[src/gpio_group0_consts.svh]
`ifndef GPIO_GROUP0_CONSTS_SVH
`define GPIO_GROUP0_CONSTS_SVH

// -----------------------------------------------------------------
// Register indices (byte address is four times the index)
// -----------------------------------------------------------------
`define PIN_DIRECTION_IDX 8'hF0
`define PIN_OUTPUT_VALUE_IDX 8'hF1
`define PIN_LEVEL_STATUS_IDX 8'hF2
`define PIN_DRIVE_TYPE_IDX 8'hF3

// -----------------------------------------------------------------
// Field layout
// -----------------------------------------------------------------
`define FIELD_W 4
`define LINE3_BIT 3
`define LINE2_BIT 2
`define FIELD_MASK_DIR 4'hF
`define STATUS_MASK 4'hC

// -----------------------------------------------------------------
// Reset values of the stored low nibble and of the read data word
// -----------------------------------------------------------------
`define RST_DIRECTION 4'h0
`define RST_OUTPUT_VALUE 4'h3
`define RST_DRIVE_TYPE 4'h0
`define RST_WORD 32'h0000_0000
`define RST_NIBBLE 4'h0

`endif

[src/gpio_group0_pkg.sv]
package gpio_group0_pkg;

  // -----------------------------------------------------------------
  // Common types
  // -----------------------------------------------------------------
  typedef logic [3:0] field_t;
  typedef logic [31:0] word_t;
  typedef logic [11:0] addr_t;

  // Register selected by a bus address
  typedef enum logic [2:0] {
    SEL_NONE,
    SEL_DIRECTION,
    SEL_OUTPUT_VALUE,
    SEL_LEVEL_STATUS,
    SEL_DRIVE_TYPE
  } reg_sel_t;

  // State of the core register file
  typedef struct packed {
    field_t direction;
    field_t output_value;
    field_t drive_type;
    word_t rdata;
  } core_state_t;

  // State of the pad input synchroniser
  typedef struct packed {
    logic [1:0] stage1;
    logic [1:0] stage2;
  } sync_state_t;

  // State of one pad driver
  typedef struct packed {
    logic pad_out;
    logic pad_oe;
  } drive_state_t;

endpackage : gpio_group0_pkg

[src/gpio_group0_port.sv]
`timescale 1ns/100ps
`include "gpio_group0_consts.svh"
module gpio_group0_port (
  input wire logic SYS_CLK,
  input wire logic RST_N,
  input wire gpio_group0_pkg::addr_t PADDR,
  input wire logic PSEL,
  input wire logic PENABLE,
  input wire logic PWRITE,
  input wire gpio_group0_pkg::word_t PWDATA,
  output gpio_group0_pkg::word_t PRDATA,
  output logic PREADY,
  output logic PSLVERR,
  input wire logic GENERAL_LINE3_IN,
  output logic GENERAL_LINE3_OUT,
  output logic GENERAL_LINE3_OE,
  input wire logic GENERAL_LINE2_IN,
  output logic GENERAL_LINE2_OUT,
  output logic GENERAL_LINE2_OE
);
  import gpio_group0_pkg::*;

  // -----------------------------------------------------------------
  // Helper functions
  // -----------------------------------------------------------------

  // Byte address of a register index
  function automatic addr_t reg_addr(input logic [7:0] idx);
    reg_addr = {2'b00, idx, 2'b00};
  endfunction : reg_addr

  // Register selected by a bus address
  function automatic reg_sel_t decode(input addr_t addr);
    if (addr == reg_addr(`PIN_DIRECTION_IDX)) begin
      decode = SEL_DIRECTION;
    end else if (addr == reg_addr(`PIN_OUTPUT_VALUE_IDX)) begin
      decode = SEL_OUTPUT_VALUE;
    end else if (addr == reg_addr(`PIN_LEVEL_STATUS_IDX)) begin
      decode = SEL_LEVEL_STATUS;
    end else if (addr == reg_addr(`PIN_DRIVE_TYPE_IDX)) begin
      decode = SEL_DRIVE_TYPE;
    end else begin
      decode = SEL_NONE;
    end
  endfunction : decode

  // Place a nibble in the low bits of a word, upper bits zero
  function automatic word_t widen(input field_t f);
    widen = {28'h000_0000, f};
  endfunction : widen

  // -----------------------------------------------------------------
  // Declarations
  // -----------------------------------------------------------------
  core_state_t state;
  core_state_t next_state;
  reg_sel_t sel;
  logic setup_phase;
  logic write_strobe;
  logic [1:0] pad_level;
  logic line3_level;
  logic line2_level;
  field_t level_status;
  logic line3_dir;
  logic line2_dir;
  logic line3_out_value;
  logic line2_out_value;
  logic line3_push_pull;
  logic line2_push_pull;

  // -----------------------------------------------------------------
  // Bus decode
  // -----------------------------------------------------------------

  // Phase and strobe terms; the slave answers with no wait state
  assign sel = decode(PADDR);
  assign setup_phase = PSEL & ~PENABLE;
  assign write_strobe = PSEL & PENABLE & PWRITE & (sel != SEL_NONE);
  assign PREADY = PSEL & PENABLE;
  assign PSLVERR = PSEL & PENABLE & (sel == SEL_NONE); // Unmapped address

  // -----------------------------------------------------------------
  // Pad input sampling
  // -----------------------------------------------------------------

  // Pad levels are asynchronous; two flops before any use
  line_sync u_line_sync (
    .clk(SYS_CLK),
    .rst_n(RST_N),
    .async_in({GENERAL_LINE3_IN, GENERAL_LINE2_IN}),
    .sync_out(pad_level)
  );

  // Real pad level, driven or not, feeds the status bits
  assign line3_level = pad_level[1];
  assign line2_level = pad_level[0];

  // Status nibble: reserved bits 1 and 0 read as zero
  always_comb begin
    level_status = `RST_NIBBLE;
    level_status[`LINE3_BIT] = line3_level;
    level_status[`LINE2_BIT] = line2_level;
  end

  // -----------------------------------------------------------------
  // Register file
  // -----------------------------------------------------------------

  // Writes on the access phase; read data latched on the setup phase
  always_comb begin
    next_state = state;
    if (write_strobe) begin
      if (sel == SEL_DIRECTION) begin
        next_state.direction = PWDATA[`FIELD_W-1:0];
      end else if (sel == SEL_OUTPUT_VALUE) begin
        next_state.output_value = PWDATA[`FIELD_W-1:0];
      end else if (sel == SEL_DRIVE_TYPE) begin
        next_state.drive_type = PWDATA[`FIELD_W-1:0];
      end
      // Status register takes no write
    end
    if (setup_phase && !PWRITE) begin
      case (sel)
        SEL_DIRECTION: next_state.rdata = widen(state.direction);
        SEL_OUTPUT_VALUE: next_state.rdata = widen(state.output_value);
        SEL_LEVEL_STATUS: next_state.rdata = widen(level_status);
        SEL_DRIVE_TYPE: next_state.rdata = widen(state.drive_type);
        default: next_state.rdata = `RST_WORD;
      endcase
    end
  end

  // State register with documented reset values
  always_ff @(posedge SYS_CLK or negedge RST_N) begin
    if (!RST_N) begin
      state.direction <= `RST_DIRECTION;
      state.output_value <= `RST_OUTPUT_VALUE;
      state.drive_type <= `RST_DRIVE_TYPE;
      state.rdata <= `RST_WORD;
    end else begin
      state <= next_state;
    end
  end

  assign PRDATA = state.rdata;

  // -----------------------------------------------------------------
  // Pad drive
  // -----------------------------------------------------------------

  // Per-line control fields
  assign line3_dir = state.direction[`LINE3_BIT];
  assign line2_dir = state.direction[`LINE2_BIT];
  assign line3_out_value = state.output_value[`LINE3_BIT];
  assign line2_out_value = state.output_value[`LINE2_BIT];
  assign line3_push_pull = state.drive_type[`LINE3_BIT];
  assign line2_push_pull = state.drive_type[`LINE2_BIT];

  // Upper line pad
  pad_driver u_drive_line3 (
    .clk(SYS_CLK),
    .rst_n(RST_N),
    .dir(line3_dir),
    .out_value(line3_out_value),
    .push_pull(line3_push_pull),
    .pad_out(GENERAL_LINE3_OUT),
    .pad_oe(GENERAL_LINE3_OE)
  );

  // Lower line pad, identical behaviour
  pad_driver u_drive_line2 (
    .clk(SYS_CLK),
    .rst_n(RST_N),
    .dir(line2_dir),
    .out_value(line2_out_value),
    .push_pull(line2_push_pull),
    .pad_out(GENERAL_LINE2_OUT),
    .pad_oe(GENERAL_LINE2_OE)
  );

endmodule : gpio_group0_port

[src/line_sync.sv]
`timescale 1ns/100ps
module line_sync (
  input wire logic clk,
  input wire logic rst_n,
  input wire logic [1:0] async_in,
  output logic [1:0] sync_out
);
  import gpio_group0_pkg::*;

  sync_state_t state;
  sync_state_t next_state;

  // Two flops; the first stage feeds only the second
  always_comb begin
    next_state = state;
    next_state.stage1 = async_in;
    next_state.stage2 = state.stage1;
  end

  // State register
  always_ff @(posedge clk or negedge rst_n) begin
    if (!rst_n) begin
      state <= '0;
    end else begin
      state <= next_state;
    end
  end

  assign sync_out = state.stage2;

endmodule : line_sync

[src/pad_driver.sv]
`timescale 1ns/100ps
module pad_driver (
  input wire logic clk,
  input wire logic rst_n,
  input wire logic dir,
  input wire logic out_value,
  input wire logic push_pull,
  output logic pad_out,
  output logic pad_oe
);
  import gpio_group0_pkg::*;

  drive_state_t state;
  drive_state_t next_state;

  // Pad control from direction, value and drive type
  always_comb begin
    next_state = state;
    if (!dir) begin
      // Input mode: pad released, drive type ignored
      next_state.pad_oe = 1'b0;
      next_state.pad_out = 1'b0;
    end else if (push_pull) begin
      // Push-pull: drive both levels
      next_state.pad_oe = 1'b1;
      next_state.pad_out = out_value;
    end else begin
      // Open drain: pull low only, let the board pull high
      next_state.pad_oe = ~out_value;
      next_state.pad_out = 1'b0;
    end
  end

  // State register; pad released during reset
  always_ff @(posedge clk or negedge rst_n) begin
    if (!rst_n) begin
      state <= '0;
    end else begin
      state <= next_state;
    end
  end

  assign pad_out = state.pad_out;
  assign pad_oe = state.pad_oe;

endmodule : pad_driver

[config.mk]
export PLATFORM = sky130hd
export DESIGN_NAME = gpio_group0_port
export DESIGN_NICKNAME = d
export VERILOG_FILES = /design/src/gpio_group0_pkg.sv /design/src/gpio_group0_port.sv /design/src/line_sync.sv /design/src/pad_driver.sv
export VERILOG_INCLUDE_DIRS = /design/src
export SDC_FILE = /design/constraint.sdc
export NUM_CORES = 1
export LEC_CHECK = 0
export ABC_AREA = 1
export BUFFER_PORTS_ARGS = -buffer_cell sky130_fd_sc_hd__buf_2
export CORE_UTILIZATION = 29
export CTS_BUF_LIST = sky130_fd_sc_hd__clkbuf_8
export DETAILED_ROUTE_END_ITERATION = 16
export GPL_ROUTABILITY_DRIVEN = 0
export PLACE_DENSITY = 0.58
export RECOVER_POWER = 100
export SYNTH_ARGS = -nofsm -noshare
export SYNTH_HDL_FRONTEND = slang
export SYNTH_SLANG_ARGS = --single-unit
[constraint.sdc]
create_clock -name SYS_CLK -period 1.09 [get_ports SYS_CLK]
set_input_delay 0.218 -clock SYS_CLK [delete_from_list [all_inputs] [get_ports SYS_CLK]]
set_output_delay 0.218 -clock SYS_CLK [all_outputs]
set_load 0.02 [all_outputs]
## Word level (Yosys, flattened, before mapping)

Index checks and enable logic that the tools add are counted.

- Eq/ne operators: 8
- Muxes and demuxes: 9
- Bitwise operators: 10
- Reductions and logical operators: 7

Operators with widths:

| operator | count |
|---|---|
| $eq A12 B10 Y1 const B | 4 |
| $pmux W4 S4 | 1 |
| $mux W3 | 4 |
| $mux W2 | 4 |
| $eq A3 B2 Y1 const B | 2 |
| $and A1 B1 Y1 | 5 |
| $not A1 Y1 | 5 |
| $reduce_and A4 Y1 | 1 |
| $eq A3 B1 Y1 const B | 1 |
| $eq A3 B3 Y1 const B | 1 |
| $logic_not A3 Y1 | 1 |
| $reduce_and A3 Y1 | 1 |
| $reduce_bool A3 Y1 | 1 |
| $reduce_and A2 Y1 | 1 |
| $logic_and A1 B1 Y1 | 1 |
| $logic_not A1 Y1 | 1 |

- Bits in registers: 52
- Output and inout bits: 38

## Logic depth before layout (Yosys ltp)

- Depth in word-level cells: 8
- Depth in mapped cells: 8
- Mapped depth without buffers: 8

## Hierarchy

Synthesis repeated with hierarchy kept, for this count alone.

- Cell total of the unflattened synthesis: 170
- Area total of the unflattened synthesis: 1393.8 um^2

By module, submodules not included:

| module | instances | cells an instance | area each (um^2) |
|---|---|---|---|
| gpio_group0_port | 1 | 152 | 1141.1 |
| pad_driver | 2 | 7 | 76.3 |
| line_sync | 1 | 4 | 100.1 |

## Worst setup path before layout

Ideal clock, no wire load.

- Kind: input port to output port
- Start: input port PADDR[7]
- End: output port PSLVERR
- Arrival: 0.923 ns
- Data required time: 0.872 ns
- Setup slack: -0.051 ns
- Stages on the path: 6
- Buffers on the path: 0
- Cell sequence: nand2_1 inv_1 nand2_1 nor3_4 or2_2 inv_1

- Cells in the longest elaborated chain, start to end: 7
- Elaborated cells between the ends (all ways): 10
- Classes of those cells: eq/ne: 4; mux: 4; bitwise: 1; reduce/logical: 1

RTL lines:

| what | line | text |
|---|---|---|
| start, declared | gpio_group0_port.sv:6 | `input wire gpio_group0_pkg::addr_t PADDR,` |
| $eq A12 B10 Y1 | gpio_group0_port.sv:40 | `` end else if (addr == reg_addr(`PIN_DRIVE_TYPE_IDX)) begin `` |
| $mux W3 | gpio_group0_port.sv:40 |  |
| $mux W3 | gpio_group0_port.sv:38 | `` end else if (addr == reg_addr(`PIN_LEVEL_STATUS_IDX)) begin `` |
| $mux W3 | gpio_group0_port.sv:36 | `` end else if (addr == reg_addr(`PIN_OUTPUT_VALUE_IDX)) begin `` |
| $mux W3 * | gpio_group0_port.sv:34 | `` if (addr == reg_addr(`PIN_DIRECTION_IDX)) begin `` |
| $logic_not A3 Y1 * | gpio_group0_port.sv:80 | `assign PSLVERR = PSEL & PENABLE & (sel == SEL_NONE);` |
| $and A1 B1 Y1 * | gpio_group0_port.sv:80 |  |
| end, declared | gpio_group0_port.sv:13 | `output logic PSLVERR,` |

Mark *: on every way between the ends. The rest lies on a longest branch, timed or not.

## Final worst setup path

- Start: input port PADDR[11]
- End: output port PSLVERR

The elaborated chain is that of the path after synthesis.

==> impl_metrics.py <==
metrics = {
    "worst_setup_path": {
        "cp-start-kind": "input pin",
        "crit_fanout": 2,
        "cp-endpoint": "PSLVERR",
        "r2r_setup_slack_ps": 230,
        "cp.required_ps": 870,
        "crit_chain": "buf_2 > nor2_4 > nand2_2 > nor3_4 > or2_4 > inv_2 > buf_6",
        "reg2reg_depth": 4,
        "endpoint_kind": "primary output",
        "slowest_stage": "nor3_4",
        "r2r_end": "PRDATA[0]",
        "cpPeakStageDelay_ps": 190,
        "critPathArrivalTime_ps": 940,
        "r2r_start": "state[36]",
        "crit_start": "PADDR[11]",
        "critical_path_class": "input pin to primary output",
    },
    "final_layout": {
        "area_growth_pct": 20.8,
        "regArea_um2": 603,
        "multiInputGateArea_um2": 574,
        "antenna_cells": 0,
        "finalNetCount": 262,
        "postLayoutCoreUtil_pct": 37.1,
        "drive_gt1_share_pct": 31.4,
        "fillers": 464,
        "final_cells": 262,
    },
    "power": {
        "irDropWorstVdd_uv": 765,
        "p_leak_nw": 0.903,
        "switchingPower_w": 0.000433,
        "p_clk_share_pct": 30.5,
        "seqPwrFrac_pct": 54.2,
        "p_int_w": 0.00123,
        "netSwitchingFraction_pct": 26.1,
        "share_comb_of_total_power_pct": 15.3,
        "pwr_density_cell_nw_per_um2": 1010,
    },
    "worst_hold_path": {
        "hp-start": "GENERAL_LINE3_IN",
        "holdPathStages": 1,
        "hp-class": "input pin to flip-flop",
    },
    "logic_synthesis": {
        "syn_inst": 165,
        "synth_area_leaders": "dfrtp_1 41%, buf_4 18%, nand2_1 11%, nand3_1 5.9%, o21ai_1 5.2%",
        "synth-edff-count": 0,
        "ys_warn_count": 0,
        "synth_compound_area_share_pct": 5.90,
        "seq_area_frac_synth_pct": 44.5,
        "synth_area_leader_cell": "dfrtp_1",
        "avgSynthCellArea_um2": 8.22,
        "synth_top_family_by_area": "simple AND/OR/NAND/NOR gates",
        "synth_xor_area_share_pct": 0,
        "synth.area.mux_share_pct": 0,
        "synth_most_common_cell": "nand2_1",
        "synthAdderAreaFrac_pct": 0,
        "synth-simple-area-share_pct": 26.8,
        "synth_common_cells": "38 x nand2_1, 32 x buf_4, 22 x dfrtp_1",
        "synthFlopType": "dfrtp_1",
        "synthArstFlopShare_pct": 100,
        "yosysUniqueCellTypes": 20,
        "mappedNetlistArea_um2": 1360,
        "synth_seq_cells": 24,
        "synth_top_area_share_pct": 40.6,
    },
    "floorplan": {
        "coreArea_um2": 4410,
        "io_pins": 89,
        "die_area_um2": 4950,
        "fp-row-count": 24,
        "initial_core_util_pct": 30.7,
        "die_w_um": 70.4,
        "die_y_um": 70.4,
    },
    "run_status": {
        "status": "finished with violations",
        "violations": "negative setup slack",
    },
    "clocking": {
        "clockRootBuffer": "clkbuf_8",
        "clockBufferDepth": 2,
        "cts_tree": "done",
        "insertion_delay_ps": 260,
        "cts_sinks": 24,
        "htree_num_levels": 1,
        "cts_buffers": 3,
        "clkTransAtPathRegs_ps": 70,
    },
    "global_route": {
        "grt_max_degree": 25,
        "grt_overflow_total": 0,
        "antenna_found_initial": 0,
        "grt.total_usage_pct": 10.7,
        "grt_pass1_vias": 1000,
        "grt_pass1_wl_um": 4220,
    },
    "timing": {
        "drv_slew": 0,
        "period_share_pct": 107,
        "skew_ps": 8.37,
        "worst_pin_slew_ps": 553,
        "fin_ws_ps": -71.1,
        "max_slew_margin_pct": 63.1,
        "period_needed_ps": 1160,
        "timing_hold_violations_final": 0,
        "holdWs_ps": 64.0,
        "rsz0062_at_grt": "true",
        "fmaxAchievable_mhz": 861,
        "setup_viol": 1,
    },
    "detailed_routing": {
        "postRouteAntennaNets": 0,
        "wl_um": 2420,
        "drtIter0Drc": 15,
        "wl_per_cell_um": 9.24,
        "drcViolationCount": 0,
        "vias_per_cell": 3.97,
        "dr.pass1.iters": 4,
        "dr_total_vias": 1039,
    },
    "flow_run": {
        "maxCapViolations": 0,
    },
    "placed_design": {
        "dp_hpwl_um": 1870,
        "place_inst": 253,
        "io_buffer_count": 32,
        "pre_cts_slack_ps": -225,
    },
}
==> flip-flops by register name (all words and copies together) (netlist names), 2 cells and up <==
signal / cells
state: 6
PRDATA: 4
u_line_sync.next_state: 2
u_line_sync.sync_out: 2
==> power groups by stage <==
stage	sequential, W	combinational, W	clock [W]
2_1_floorplan	0.000917	0.000213	0
4_1_cts	0.000901	0.000252	0.000535
6_report	0.000901	0.000253	0.000506
3_3_place_gp	0.000918	0.000226	0
5_1_grt	0.000902	0.000280	0.000571
3_5_place_dp	0.000918	0.000229	0
==> kinds of logic after synthesis <==
| family | Yosys count |
|---|---|
| flip-flops | 24 |
| AND/OR/NAND/NOR | 75 |
| other | 1 |
| AO/OA/AOI/OAI | 16 |
| buffers and inverters | 49 |
==> worst min path at each step <==
stage                                end  slack [ps]
2_1_floorplan                  PRDATA[0]         -80
3_3_place_gp                   PRDATA[0]         220
3_5_place_dp                   PRDATA[0]         220
4_1_cts        u_line_sync.next_state[0]          50
5_1_grt        u_line_sync.next_state[1]          50
6_report       u_line_sync.next_state[1]          60
==> stage by stage <==
step	TNS, ps	cell area [um^2]	total power [W]
final	-71.1	1640	0.00166
after global routing	-154	1640	0.00175
after CTS	-72.5	1640	0.00169
after detailed placement	-2710	1510	0.00115
after global placement	-2490	1510	0.00114
after floorplan	0	1460	0.00113
==> critical path: cells and delay by family <==
family | cells | cell delay (ps)
simple gates | 4 | 470
buf+inv | 3 | 250
==> layout by cell type (no fill, tap or decap), types with 4 or more instances in the layout <==
cell type   n
clkbuf_2   11
o21ai_1    14
nand3_1    16
conb_1     28
nand2_1    37
buf_2      18
nor2_1      7
inv_1      15
buf_4      12
nor2_4      4
dfrtp_1    22
==> routing by layer <==
| layer | track usage [%] | vias to the layer above | wire, um |
|---|---|---|---|
| li1 | - | 549 | - |
| met1 | 13.0 | 457 | 1100 |
| met4 | 2.89 | 0 | 16 |
| met2 | 18.2 | 31 | 1190 |
| met3 | 3.32 | 2 | 116 |
| met5 | 0 | - | 0 |
==> repair_timing <==
item	in CTS	in global routing
setup endpoints to repair	1	10
hold buffers	1	0
pin swaps	5	0
setup buffers	4	0
hold endpoints to repair	22	0
resized for setup	11	7
==> layout make-up <==
cell class              count  share of cell area [%]
flip-flops and latches     24                    36.8
multi-input cells         119                    35.0
repair buffers             46                    17.3
inverters                  17                    4.20
well taps                  52                    3.97
clock buffers               3                    2.52
clock inverters             1                   0.229
Note: power is estimated with default switching activity, not from simulation.
